[src/core/lfit_pkg.sv]
// constants, types and field layout of the low-frequency interval timer
// Behaviour
// [RQ1] clock-gate enable at zero withholds the timer clock; the timer cannot operate.
// [RQ2] clock-gate enable resets to zero; software sets it before using the control register.
// [RQ3] software must not clear the clock-gate enable while the timer runs.
// [RQ4] writing one to counter run starts the binary counter on the low-frequency clock.
// [RQ5] interval select n gives a period of 2^(15-n) low-frequency cycles.
// [RQ6] each elapsed interval raises the interval request; counting continues.
// [RQ7] writing zero to counter run clears the counter to zero and halts it.
// [RQ8] interval select changes only while counter run is zero; otherwise old value stays.
// [RQ9] a starting write loads interval select; a stopping write leaves it unchanged.
// [RQ10] oscillator off, stop or deep sleep while running clears run, keeps select.
// [RQ11] counter run is zero right after reset release.
// [RQ12] timer works only while the oscillator runs and not in stop or deep sleep.
// [RQ13] counter is 15 bits; request fires when selected low bits roll over to zero.
// [RQ14] interval request leaves as a one-cycle pulse on the system clock.
package lfit_pkg;

  localparam int unsigned ADR_W = 16;
  localparam int unsigned DAT_W = 32;
  localparam int unsigned IDX_W = 12;
  localparam int unsigned CNT_W = 15;
  localparam int unsigned SEL_W = 3;

  // register indices; byte address is four times the index
  localparam logic [IDX_W-1:0] IDX_CLOCK_GATE = 12'hF76;
  localparam logic [IDX_W-1:0] IDX_CONTROL = 12'hFC8;
  localparam logic [IDX_W-1:0] IDX_COUNT = 12'hFC9;
  localparam logic [IDX_W-1:0] IDX_STATUS = 12'hFCA;
  localparam logic [IDX_W-1:0] IDX_MASK = 12'hFCB;

  // field positions
  localparam int unsigned GATE_ENABLE_POS = 5;
  localparam int unsigned STAT_INTERVAL_POS = 0;
  localparam int unsigned STAT_FORCED_STOP_POS = 1;

  // reset values
  localparam logic [7:0] CLOCK_GATE_RESET = 8'h00;
  localparam logic [7:0] CONTROL_RESET = 8'h00;
  localparam logic [7:0] STATUS_RESET = 8'h00;
  localparam logic [7:0] MASK_RESET = 8'h00;
  localparam logic [CNT_W-1:0] COUNT_RESET = 15'h0000;
  localparam logic [SEL_W-1:0] SELECT_RESET = 3'h0;

  typedef enum logic [1:0] {
    LFIT_IDLE = 2'b01,
    LFIT_RUN = 2'b10
  } lfit_state_t;

  typedef struct packed {
    logic [3:0] zero;
    logic [SEL_W-1:0] interval_select;
    logic counter_run;
  } lfit_ctrl_t;

  typedef struct packed {
    logic [5:0] zero;
    logic forced_stop;
    logic interval;
  } lfit_event_t;

  typedef struct packed {
    logic rd;
    logic wr;
    logic [IDX_W-1:0] idx;
    logic [7:0] data;
  } lfit_access_t;

endpackage

[src/core/lfit_sync.sv]
// three-stage synchroniser with agreement filter and rising-edge pulse
`timescale 1ns/1ps
module lfit_sync (
  input wire logic clk_i,
  input wire logic rst_i,
  input wire logic ce_i,
  input wire logic pin_i,
  output logic rise_o
);

  logic stage1;
  logic stage2;
  logic stage3;
  logic level;

  always_ff @(posedge clk_i) begin
    if (rst_i) begin
      stage1 <= 1'b0;
      stage2 <= 1'b0;
      stage3 <= 1'b0;
    end else if (ce_i) begin
      stage1 <= pin_i;
      stage2 <= stage1;
      stage3 <= stage2;
    end
  end

  // a change counts once the last two stages agree
  always_ff @(posedge clk_i) begin
    if (rst_i) begin
      level <= 1'b0;
      rise_o <= 1'b0;
    end else if (ce_i) begin
      rise_o <= (stage2 == stage3) && stage3 && !level;
      if (stage2 == stage3) begin
        level <= stage3;
      end
    end
  end

endmodule // lfit_sync

[src/core/lfit_counter.sv]
// binary counter with interval roll-over detection
`timescale 1ns/1ps
module lfit_counter #(
  parameter int unsigned WIDTH = lfit_pkg::CNT_W
) (
  input wire logic clk_i,
  input wire logic rst_i,
  input wire logic ce_i,
  input wire logic clear_i,
  input wire logic tick_i,
  input wire logic [lfit_pkg::SEL_W-1:0] sel_i,
  output logic [WIDTH-1:0] count_o,
  output logic hit_o
);

  logic [WIDTH-1:0] next_count;
  logic [WIDTH-1:0] low_zero;

  assign next_count = count_o + {{(WIDTH-1){1'b0}}, 1'b1};

  // bit i counts toward the interval when i < WIDTH - sel
  for (genvar i = 0; i < WIDTH; i++) begin : g_zero
    assign low_zero[i] = (i >= (int'(WIDTH) - int'(sel_i))) || !next_count[i]; // [RQ5] [RQ13]
  end

  always_ff @(posedge clk_i) begin
    if (rst_i) begin
      count_o <= lfit_pkg::COUNT_RESET;
    end else if (ce_i) begin
      if (clear_i) begin
        count_o <= lfit_pkg::COUNT_RESET; // [RQ7]
      end else if (tick_i) begin
        count_o <= next_count; // [RQ4] [RQ6]
      end
    end
  end

  always_ff @(posedge clk_i) begin
    if (rst_i) begin
      hit_o <= 1'b0;
    end else if (ce_i) begin
      hit_o <= tick_i && !clear_i && (&low_zero); // [RQ6] [RQ13]
    end
  end

endmodule // lfit_counter

[src/core/lfit_top.sv]
// low-frequency interval timer with wishbone register slave
//
// Decided for this implementation: the Wishbone interface to the registers.
`timescale 1ns/1ps
module lfit_top (
  input wire logic clk_i,
  input wire logic rst_i,
  input wire logic ce_i,
  input wire logic wb_cyc_i,
  input wire logic wb_stb_i,
  input wire logic wb_we_i,
  input wire logic [lfit_pkg::ADR_W-1:0] wb_adr_i,
  input wire logic [3:0] wb_sel_i,
  input wire logic [lfit_pkg::DAT_W-1:0] wb_dat_i,
  output logic [lfit_pkg::DAT_W-1:0] wb_dat_o,
  output logic wb_ack_o,
  input wire logic low_freq_clock_i,
  input wire logic low_freq_osc_enable_i,
  input wire logic stop_mode_i,
  input wire logic deep_sleep_mode_i,
  output logic interval_irq_o,
  output logic irq_o,
  output logic counter_run_o
);

  localparam int unsigned N_HALT = 3;
  localparam int unsigned HALT_OSC = 0;
  localparam int unsigned HALT_STOP = 1;
  localparam int unsigned HALT_SLEEP = 2;

  // register state
  logic [7:0] peripheral_clock_gate_2;
  logic [lfit_pkg::SEL_W-1:0] interval_select;
  logic [7:0] status;
  logic [7:0] mask;
  lfit_pkg::lfit_ctrl_t control_view;
  lfit_pkg::lfit_state_t state;
  lfit_pkg::lfit_state_t next_state;

  // bus decode
  lfit_pkg::lfit_access_t access;
  logic bus_req;
  logic sel_clock_gate;
  logic sel_control;
  logic sel_status;
  logic sel_mask;
  logic wr_clock_gate;
  logic wr_status;
  logic wr_mask;
  lfit_pkg::lfit_ctrl_t wr_ctrl;
  lfit_pkg::lfit_ctrl_t rd_ctrl;
  logic [7:0] read_byte;
  logic [7:0] status_clear;

  // timer datapath
  logic gate_on;
  logic timer_ce;
  logic running;
  logic lf_rise;
  logic tick;
  logic hit;
  logic [lfit_pkg::CNT_W-1:0] count;
  lfit_pkg::lfit_event_t set_event;

  // halt sources
  logic [N_HALT-1:0] halt_pin;
  logic [N_HALT-1:0] halt_on;
  logic [N_HALT-1:0] halt_off;
  logic [N_HALT-1:0] halt_level;
  logic halt_any;
  logic forced_stop;

  // control requests
  logic ctrl_write;
  logic start_req;
  logic stop_req;

  // bus access of the current cycle; a write lands at the acknowledged edge
  assign bus_req = wb_cyc_i && wb_stb_i;
  assign access.rd = bus_req && !wb_we_i;
  assign access.wr = bus_req && wb_we_i && wb_ack_o && wb_sel_i[0];
  assign access.idx = wb_adr_i[lfit_pkg::IDX_W+1:2];
  assign access.data = wb_dat_i[7:0];

  assign sel_clock_gate = (access.idx == lfit_pkg::IDX_CLOCK_GATE);
  assign sel_control = (access.idx == lfit_pkg::IDX_CONTROL);
  assign sel_status = (access.idx == lfit_pkg::IDX_STATUS);
  assign sel_mask = (access.idx == lfit_pkg::IDX_MASK);
  assign wr_clock_gate = access.wr && sel_clock_gate;
  assign wr_status = access.wr && sel_status;
  assign wr_mask = access.wr && sel_mask;

  // acknowledge one cycle after the request, dropped in the cycle after
  always_ff @(posedge clk_i) begin
    if (rst_i) begin
      wb_ack_o <= 1'b0;
    end else if (ce_i) begin
      wb_ack_o <= bus_req && !wb_ack_o;
    end
  end

  // read view of the control register
  assign rd_ctrl.zero = 4'h0;
  assign rd_ctrl.interval_select = interval_select;
  assign rd_ctrl.counter_run = running;

  // registered image of the control register for reads
  always_ff @(posedge clk_i) begin
    if (rst_i) begin
      control_view <= lfit_pkg::lfit_ctrl_t'(lfit_pkg::CONTROL_RESET);
    end else if (ce_i) begin
      control_view <= rd_ctrl;
    end
  end

  always_comb begin
    read_byte = 8'h00;
    case (access.idx)
      lfit_pkg::IDX_CLOCK_GATE: begin
        read_byte = peripheral_clock_gate_2;
      end
      lfit_pkg::IDX_CONTROL: begin
        read_byte = control_view;
      end
      lfit_pkg::IDX_COUNT: begin
        read_byte = count[7:0];
      end
      lfit_pkg::IDX_STATUS: begin
        read_byte = status;
      end
      lfit_pkg::IDX_MASK: begin
        read_byte = mask;
      end
      default: begin
        read_byte = 8'h00;
      end
    endcase
  end

  // read data stands while acknowledge is high; upper lanes read as zero
  always_ff @(posedge clk_i) begin
    if (rst_i) begin
      wb_dat_o <= '0;
    end else if (ce_i) begin
      if (access.rd && !wb_ack_o) begin
        wb_dat_o <= {{(lfit_pkg::DAT_W-8){1'b0}}, read_byte};
      end
    end
  end

  // clock gate register
  always_ff @(posedge clk_i) begin
    if (rst_i) begin
      peripheral_clock_gate_2 <= lfit_pkg::CLOCK_GATE_RESET; // [RQ2]
    end else if (ce_i && wr_clock_gate) begin
      peripheral_clock_gate_2 <= access.data;
    end
  end

  // the timer domain freezes with the gate off; clearing it while running
  // leaves the count stranded until the gate comes back
  assign gate_on = peripheral_clock_gate_2[lfit_pkg::GATE_ENABLE_POS];
  assign timer_ce = ce_i && gate_on; // [RQ1]

  // stop conditions, each active high
  always_comb begin
    halt_pin = '0;
    halt_pin[HALT_OSC] = !low_freq_osc_enable_i;
    halt_pin[HALT_STOP] = stop_mode_i;
    halt_pin[HALT_SLEEP] = deep_sleep_mode_i;
  end

  for (genvar k = 0; k < N_HALT; k++) begin : g_halt
    logic level;
    logic pin_n;

    assign pin_n = !halt_pin[k];

    lfit_sync u_on_sync (
      .clk_i(clk_i),
      .rst_i(rst_i),
      .ce_i(ce_i),
      .pin_i(halt_pin[k]),
      .rise_o(halt_on[k])
    );

    lfit_sync u_off_sync (
      .clk_i(clk_i),
      .rst_i(rst_i),
      .ce_i(ce_i),
      .pin_i(pin_n),
      .rise_o(halt_off[k])
    );

    // both edges are filtered so a glitch on the pin cannot flip the level
    always_ff @(posedge clk_i) begin
      if (rst_i) begin
        level <= 1'b0;
      end else if (ce_i) begin
        if (halt_on[k]) begin
          level <= 1'b1;
        end else if (halt_off[k]) begin
          level <= 1'b0;
        end
      end
    end

    assign halt_level[k] = level;
  end

  // an edge blocks a start even before the level flop follows it
  assign halt_any = (|halt_on) || (|halt_level); // [RQ10] [RQ12]

  // low-frequency clock edges, sampled only while the gate is on
  lfit_sync u_lf_sync (
    .clk_i(clk_i),
    .rst_i(rst_i),
    .ce_i(timer_ce),
    .pin_i(low_freq_clock_i),
    .rise_o(lf_rise)
  );

  // control writes need the clock gate on; a start refused in a halt stays idle
  assign ctrl_write = access.wr && sel_control && gate_on; // [RQ2]
  assign wr_ctrl = lfit_pkg::lfit_ctrl_t'(access.data);
  assign start_req = ctrl_write && wr_ctrl.counter_run && !halt_any; // [RQ4] [RQ12]
  assign stop_req = ctrl_write && !wr_ctrl.counter_run; // [RQ7]
  assign running = (state == lfit_pkg::LFIT_RUN);
  assign forced_stop = running && halt_any; // [RQ10]

  // run state: idle until software starts it, back to idle on stop or halt
  always_comb begin
    next_state = state;
    case (state)
      lfit_pkg::LFIT_IDLE: begin
        if (start_req) begin
          next_state = lfit_pkg::LFIT_RUN; // [RQ4]
        end
      end
      lfit_pkg::LFIT_RUN: begin
        if (forced_stop || stop_req) begin
          next_state = lfit_pkg::LFIT_IDLE; // [RQ7] [RQ10]
        end
      end
      default: begin
        next_state = lfit_pkg::LFIT_IDLE;
      end
    endcase
  end

  always_ff @(posedge clk_i) begin
    if (rst_i) begin
      state <= lfit_pkg::LFIT_IDLE; // [RQ11]
      counter_run_o <= 1'b0; // [RQ11]
    end else if (ce_i) begin
      state <= next_state;
      counter_run_o <= (next_state == lfit_pkg::LFIT_RUN);
    end
  end

  // interval select loads only from idle, so a stopping write keeps it
  always_ff @(posedge clk_i) begin
    if (rst_i) begin
      interval_select <= lfit_pkg::SELECT_RESET;
    end else if (ce_i && ctrl_write && !running) begin
      interval_select <= wr_ctrl.interval_select; // [RQ8] [RQ9] [RQ10]
    end
  end

  // held at zero while idle, so every start begins a full interval
  assign tick = lf_rise && running; // [RQ4]

  lfit_counter #(
    .WIDTH(lfit_pkg::CNT_W)
  ) u_counter (
    .clk_i(clk_i),
    .rst_i(rst_i),
    .ce_i(timer_ce),
    .clear_i(!running),
    .tick_i(tick),
    .sel_i(interval_select),
    .count_o(count),
    .hit_o(hit)
  );

  // single system-clock pulse; gated so a frozen hit is not repeated
  always_ff @(posedge clk_i) begin
    if (rst_i) begin
      interval_irq_o <= 1'b0;
    end else if (ce_i) begin
      interval_irq_o <= hit && timer_ce; // [RQ6] [RQ14]
    end
  end

  // sticky events
  assign set_event.zero = 6'h00;
  assign set_event.interval = hit && timer_ce; // [RQ6]
  assign set_event.forced_stop = forced_stop; // [RQ10]

  always_comb begin
    status_clear = 8'h00;
    if (wr_status) begin
      status_clear = access.data;
    end
  end

  // write one to clear; set beats clear so an event is never lost
  for (genvar b = 0; b < 8; b++) begin : g_status
    always_ff @(posedge clk_i) begin
      if (rst_i) begin
        status[b] <= lfit_pkg::STATUS_RESET[b];
      end else if (ce_i) begin
        if (set_event[b]) begin
          status[b] <= 1'b1;
        end else if (status_clear[b]) begin
          status[b] <= 1'b0;
        end
      end
    end
  end

  // interrupt mask
  always_ff @(posedge clk_i) begin
    if (rst_i) begin
      mask <= lfit_pkg::MASK_RESET;
    end else if (ce_i && wr_mask) begin
      mask <= access.data;
    end
  end

  // level interrupt while an unmasked event is pending
  always_ff @(posedge clk_i) begin
    if (rst_i) begin
      irq_o <= 1'b0;
    end else if (ce_i) begin
      irq_o <= |(status & mask);
    end
  end

endmodule // lfit_top

[config.mk]
export PLATFORM = sky130hd
export DESIGN_NAME = lfit_top
export DESIGN_NICKNAME = d
export VERILOG_FILES = /design/src/core/lfit_pkg.sv /design/src/core/lfit_sync.sv /design/src/core/lfit_counter.sv /design/src/core/lfit_top.sv
export SDC_FILE = /design/constraint.sdc
export NUM_CORES = 1
export LEC_CHECK = 0
export ABC_AREA = 1
export ABC_CLOCK_PERIOD_IN_PS = 1600
export BUFFER_PORTS_ARGS = -buffer_cell sky130_fd_sc_hd__buf_4
export CORE_MARGIN = 10
export CORE_UTILIZATION = 51
export CTS_BUF_LIST = sky130_fd_sc_hd__clkbuf_4
export DETAILED_ROUTE_END_ITERATION = 16
export PLACE_DENSITY_LB_ADDON = 0.12
export SLEW_MARGIN = 10
export SYNTH_ARGS = -nofsm -noshare
export SYNTH_HDL_FRONTEND = slang
export SYNTH_SLANG_ARGS = --single-unit
[constraint.sdc]
create_clock -name clk_i -period 1.6 [get_ports clk_i]
set_input_delay 0.24 -clock clk_i [delete_from_list [all_inputs] [get_ports clk_i]]
set_output_delay 0.24 -clock clk_i [all_outputs]
set_load 0.01 [all_outputs]
# Word level (Yosys, flattened, before mapping)
# Index checks and enable logic that the tools add are counted.
[word_totals] regBits=93 latchBits=0 ramBits=0 romBits=0 input_bits=62 output_inout_bits=36 word_cells=213 mem_count=0
[op_classes] n_addsub=2 multipliers=0 div=0 magnitude_cmp=15 eq_ne=16 n_shift=0 n_mux=17 bitwise=1 n_reduce_logical=109
[op_table] cell="$ge A5 B32 Y1 const A" n=7
[op_table] cell="$ge A4 B32 Y1 const A" n=4
[op_table] cell="$ge A3 B32 Y1 const A" n=2
[op_table] cell="$eq A12 B12 Y1 const B" n=5
[op_table] cell="$pmux W8 S5" n=1
[op_table] cell="$logic_and A1 B1 Y1" n=39
[op_table] cell="$ge A1 B32 Y1 const A" n=1
[op_table] cell="$ge A2 B32 Y1 const A" n=1
[op_table] cell="$logic_not A1 Y1" n=30
[op_table] cell="$mux W15" n=2
[op_table] cell="$reduce_and A2 Y1" n=14
[op_table] cell="$logic_or A1 B1 Y1" n=17
[op_table] cell="$add A15 B1 Y15 const B" n=1
[op_table] cell="$reduce_and A15 Y1" n=1
[op_table] cell="$mux W1" n=10
[op_table] cell="$reduce_bool A2 Y1" n=5
[op_table] cell="$and A2 B8 Y8" n=1
[op_table] cell="$reduce_or A8 Y1" n=1
[op_table] cell="$eq A1 B1 Y1" n=7
[op_table] cell="$mux W2" n=3
[op_table] cell="$reduce_or A3 Y1" n=2
[op_table] cell="$sub A4 B3 Y5 const A" n=1
[op_table] cell="$eq A2 B2 Y1 const B" n=2
[op_table] cell="$pmux W2 S2" n=1
[op_table] cell="2 further kinds" n=2

# Depth between registers and ports, before layout
[depth] depth_word=11 ltp_mapped=13 depth_no_buf=13

# Cells and area by module
# A second synthesis with hierarchy kept.
[unflattened] cells_unflattened=690 hier_area_um2=4805.9
[by_module_without_submodules] module="lfit_top" instances=1 cells_each=318 area_each_um2=2309.7 seq_area_each_um2=840.8
[by_module_without_submodules] module="lfit_sync" instances=7 cells_each=27 area_each_um2=203.9 seq_area_each_um2=100.1
[by_module_without_submodules] module="lfit_counter" instances=1 cells_each=183 area_each_um2=1068.5 seq_area_each_um2=320.3

# Least setup slack after synthesis
# Ideal clock, no wire load.
[synth_path] path_kind="reg-to-reg" start="register u_counter.count_o[0]" end="register u_counter.hit_o" setup_ns=0.067 arrival_ns=1.511 required_time_ns=1.533 path_slack_ns=0.022 path_stages_with_launch=11 path_buffers=0 synth_period_minus_slack_ns=1.578 cell_sequence="dfxtp_1 > ha_1 > nand2_2 > nor2_4 > nand2_4 > nor2_8 > xor2_2 > nand3_1 > nor2_1 > nand3b_1 > a21oi_2"
[synth_between] elab_chain_cells=5 elab_cells_between_ends=33 cone_classes="1 x add/sub; 32 x reduce/logical"
[synth_rtl] element="from (decl)" line="lfit_counter.sv:12" rtl="output logic [WIDTH-1:0] count_o,"
[synth_rtl] element="from (signal assigned)" line="lfit_counter.sv:28" rtl="count_o <= lfit_pkg::COUNT_RESET;"
[synth_rtl] element="from (signal assigned)" line="lfit_counter.sv:31" rtl="count_o <= lfit_pkg::COUNT_RESET;"
[synth_rtl] element="from (signal assigned)" line="lfit_counter.sv:33" rtl="count_o <= next_count;"
[synth_rtl] element="$add A15 B1 Y15 (*)" line="lfit_counter.sv:19" rtl="assign next_count = count_o + {{(WIDTH-1){1'b0}}, 1'b1};"
[synth_rtl] element="$logic_not A1 Y1" line="lfit_counter.sv:23" rtl="assign low_zero[i] = (i >= (int'(WIDTH) - int'(sel_i))) || !next_count[i];"
[synth_rtl] element="$logic_or A1 B1 Y1" line="lfit_counter.sv:23"
[synth_rtl] element="$reduce_and A15 Y1 (*)" line="lfit_counter.sv:42" rtl="hit_o <= tick_i && !clear_i && (&low_zero);"
[synth_rtl] element="$logic_and A1 B1 Y1 (*)" line="lfit_counter.sv:42"
[synth_rtl] element="to (signal assigned)" line="lfit_counter.sv:42"
[synth_rtl] element="to (decl)" line="lfit_counter.sv:13" rtl="output logic hit_o"
# Every way passes the cells marked *; elsewhere a longest branch is shown, timed or not.
# A chain may end at the register's enable or synchronous reset.

# Final worst setup path
[layout_path] start="register u_counter.count_o[1]" end="register u_counter.hit_o"
# The elaborated chain is that of the path after synthesis.

==> results.yml <==
placement:
  place_inst: 790
  gp_congestion: 0.843
  portBuffers: 42
  hpwl_mm: 8.11
  dpl_worst_slack_ns: 0.00395
timing:
  fin_tns_setup_ns: -0.0174
  rsz0062_at_grt: "yes"
  max_freq_ghz: 0.618
  setup_viol: 1
  timing.final.crit_share_pct: 101
  slew_violations: 0
  final.setup.worst_slack_ns: -0.0174
  hold_violations: 0
  finalCriticalPeriod_ns: 1.62
  fin_skew_ns: 0.0277
grt:
  antenna_found_initial: 0
  grt_usage_pct: 16.8
  grt_pass1_vias: 4074
  grt_pass1_wl_mm: 18.5
  grt_overflow: 0
  grt_max_degree: 46
power_and_ir_drop:
  leakagePower_nw: 2.27
  cellInternalPower_w: 0.00289
  total_power_w: 0.00404
  p_sw_w: 0.00115
  netSwitchingFraction_pct: 28.4
  pwr-share-comb_pct: 9.6
  power.density_nw_per_um2: 755
  clkPwrFrac_pct: 30.6
  ir_drop_v: 0.000563
  pwr-share-seq_pct: 59.8
clock_network:
  cts_sinks: 93
  cts_tree: "yes"
  clk_latency_ns: 0.45
  cts_buffers: 9
  clk_pin_slew_ns: 0.18
  cts_max_level: 3
  cts_max_path_buffers: 2
  clockRootBuffer: "clkbuf_4"
layout:
  final_cell_mix: "105 x nand2_1, 89 x dfxtp_1, 76 x nor2_1, 76 x buf_4, 59 x a21oi_1"
  finalNonFillerCells: 809
  nFillCells: 853
  layout-drive-gt1-share_pct: 19.8
  nets: 769
  areaGrowthSynthToFinish_pct: 16.0
  fin_util_pct: 61.1
  antenna_cells: 0
  mostFrequentLayoutCell: "nand2_1"
setup_path:
  critPathKind: "reg2reg"
  path_delay_family: "simple AND/OR/NAND/NOR gates"
  path_cells: "ha_2 > nand2_2 > nor2_4 > nand2_4 > nor2_8 > xor2_2 > nand3_1 > nor2_1 > nand3b_1 > a21oi_2"
  critPathLaunchType: "flip-flop"
  slowest_stage: "dfxtp_2"
  r2r_cells: 10
  path_buf_inv: 0
  reg2reg_slack_ns: -0.02
  setup.worst_path.end_class: "flip-flop"
  path_depth: 10
  slowest_delay_ns: 0.37
  cp.arrival_ns: 2.03
  crit_fanout: 5
  required_ns: 2.01
route:
  first_pass_iters: 4
  routedWlPerCell_um: 13.6
  drt_iter0_drc: 134
  viasPerCell: 5.21
  wl_mm: 11.0
  post-route-drc-count: 0
  vias: 4212
  ant_nets: 0
run_status:
  status: "finished, violations left"
  violations: "setup timing"
synthesis:
  synth_edf_count: 0
  syn_avg_cell_area_um2: 7.32
  synth_warnings: 0
  ys_ff_latch: 93
  synth_cells: 630
  ys_types: 35
  yosysSeqAreaShare_pct: 40.4
  syn_area_um2: 4610
  synthTopCellsByArea: "dfxtp_1 40%, nand2_1 8.5%, a21oi_1 6.5%, nor2_1 6.3%, o21ai_0 5.9%"
  synth_top_area_cell: "dfxtp_1"
  async_flop_share_pct: 0
  synthFlopType: "dfxtp_1"
  synth.top_cell.area_share_pct: 40.4
die:
  dieWidth_um: 115
  core-area_um2: 8760
  die_h_um: 115
  initial_core_util_pct: 52.6
  die-area_um2: 13200
  io_pins: 98
  rows: 34
min_path:
  worstHoldPathCells: 3
  hold_class: "in2reg"
run:
  drv_cap: 0
layout make-up:
| cell class | count | area [µm²] | area share, % |
|---|---|---|---|
| clock buffers | 9 | 67.6 | 1.26 |
| flip-flops and latches | 93 | 1870 | 34.9 |
| repair buffers | 80 | 641 | 12.0 |
| multi-input cells | 447 | 2330 | 43.6 |
| inverters | 65 | 244 | 4.56 |
| well taps | 108 | 135 | 2.52 |
| clock inverters | 7 | 63.8 | 1.19 |
cells in the mapped netlist (3+ instances only):
master	count
nor3_2	3
a21oi_1	60
nand3_1	41
o21ai_1	4
nand2_2	4
inv_1	57
ha_1	11
nor2_1	78
nor2_2	3
nor2_4	4
inv_2	7
nand2_1	105
nand3b_1	3
buf_4	27
o211ai_1	4
o21ai_0	54
nand4_1	7
a211oi_1	8
nor3_1	7
clkbuf_1	19
xor2_1	3
nor3_4	3
o311a_1	7
dfxtp_1	93
o22ai_1	6
logic make-up (layout without fill, tap and decap cells):
| group | after synthesis | count (layout) | synth area share, % |
|---|---|---|---|
| AO/OA/AOI/OAI | 147 | 147 | 18.0 |
| XOR/XNOR | 4 | 4 | 0.922 |
| adder cells (fa/ha/maj) | 11 | 11 | 2.98 |
| buffers and inverters | 113 | 161 | 11.6 |
| flip-flops | 93 | 93 | 40.4 |
| other | 1 | 24 | 0.0813 |
| AND/OR/NAND/NOR | 261 | 261 | 26.1 |
power by group through the flow:
stage / sequential (W) / clock, W / combinational, W
3_3_place_gp: 0.00246 / 0 / 0.000368
3_5_place_dp: 0.00247 / 0 / 0.000382
2_1_floorplan: 0.00246 / 0 / 0.000282
6_report: 0.00242 / 0.00124 / 0.000388
4_1_cts: 0.00242 / 0.00128 / 0.000385
5_1_grt: 0.00242 / 0.00136 / 0.000441
per-layer routing:
metal	global-route usage, %	share of wire (%)
met4	6.19	1.5
met1	19.3	43
met2	29.9	51
met5	0	0
met3	3.28	4.7
worst reg2reg max path, stage by stage (launching register included):
cell and delay, ns:
dfxtp_2 0.37, ha_2 0.19, nand2_2 0.09, nor2_4 0.12
nand2_4 0.08, nor2_8 0.13, xor2_2 0.17, nand3_1 0.09
nor2_1 0.11, nand3b_1 0.11, a21oi_2 0.13
stage by stage:
step,hold slack (ns),area [µm²]
2_1_floorplan,0.334,4700
3_3_place_gp,0.430,5160
4_1_cts,0.00143,5310
5_1_grt,0.0134,5350
6_report,0.0194,5350
3_5_place_dp,0.433,5160
flip-flops by register name, indices dropped and copies added, names as in the netlist, 4 cells and up:
| signal | count |
|---|---|
| u_counter.count_o | 15 |
| peripheral_clock_gate_2 | 8 |
| mask | 8 |
| control_view | 4 |
| wb_dat_o | 8 |
path summary, 6_finish.rpt:
path                                                                from                                       end
worst max-delay path                   u_counter.count_o[1]$_SDFFE_PP0P_              u_counter.hit_o$_SDFFE_PP0P_
worst min-delay path                                   deep_sleep_mode_i   g_halt[2].u_on_sync.stage1$_SDFFE_PP0P_
worst max register to register         u_counter.count_o[1]$_SDFFE_PP0P_              u_counter.hit_o$_SDFFE_PP0P_
worst min register to register  g_halt[0].u_off_sync.stage1$_SDFFE_PP0P_  g_halt[0].u_off_sync.stage1$_SDFFE_PP0P_
repair_timing:
item	CTS	global route
buffers inserted	0	2
hold buffers	1	0
setup endpoints to repair	1	19
pin swaps	0	2
endpoints found under the hold margin	1	0
resized for setup	3	10
gates cloned	0	0
No activity file was read; power rests on OpenSTA's default activity.
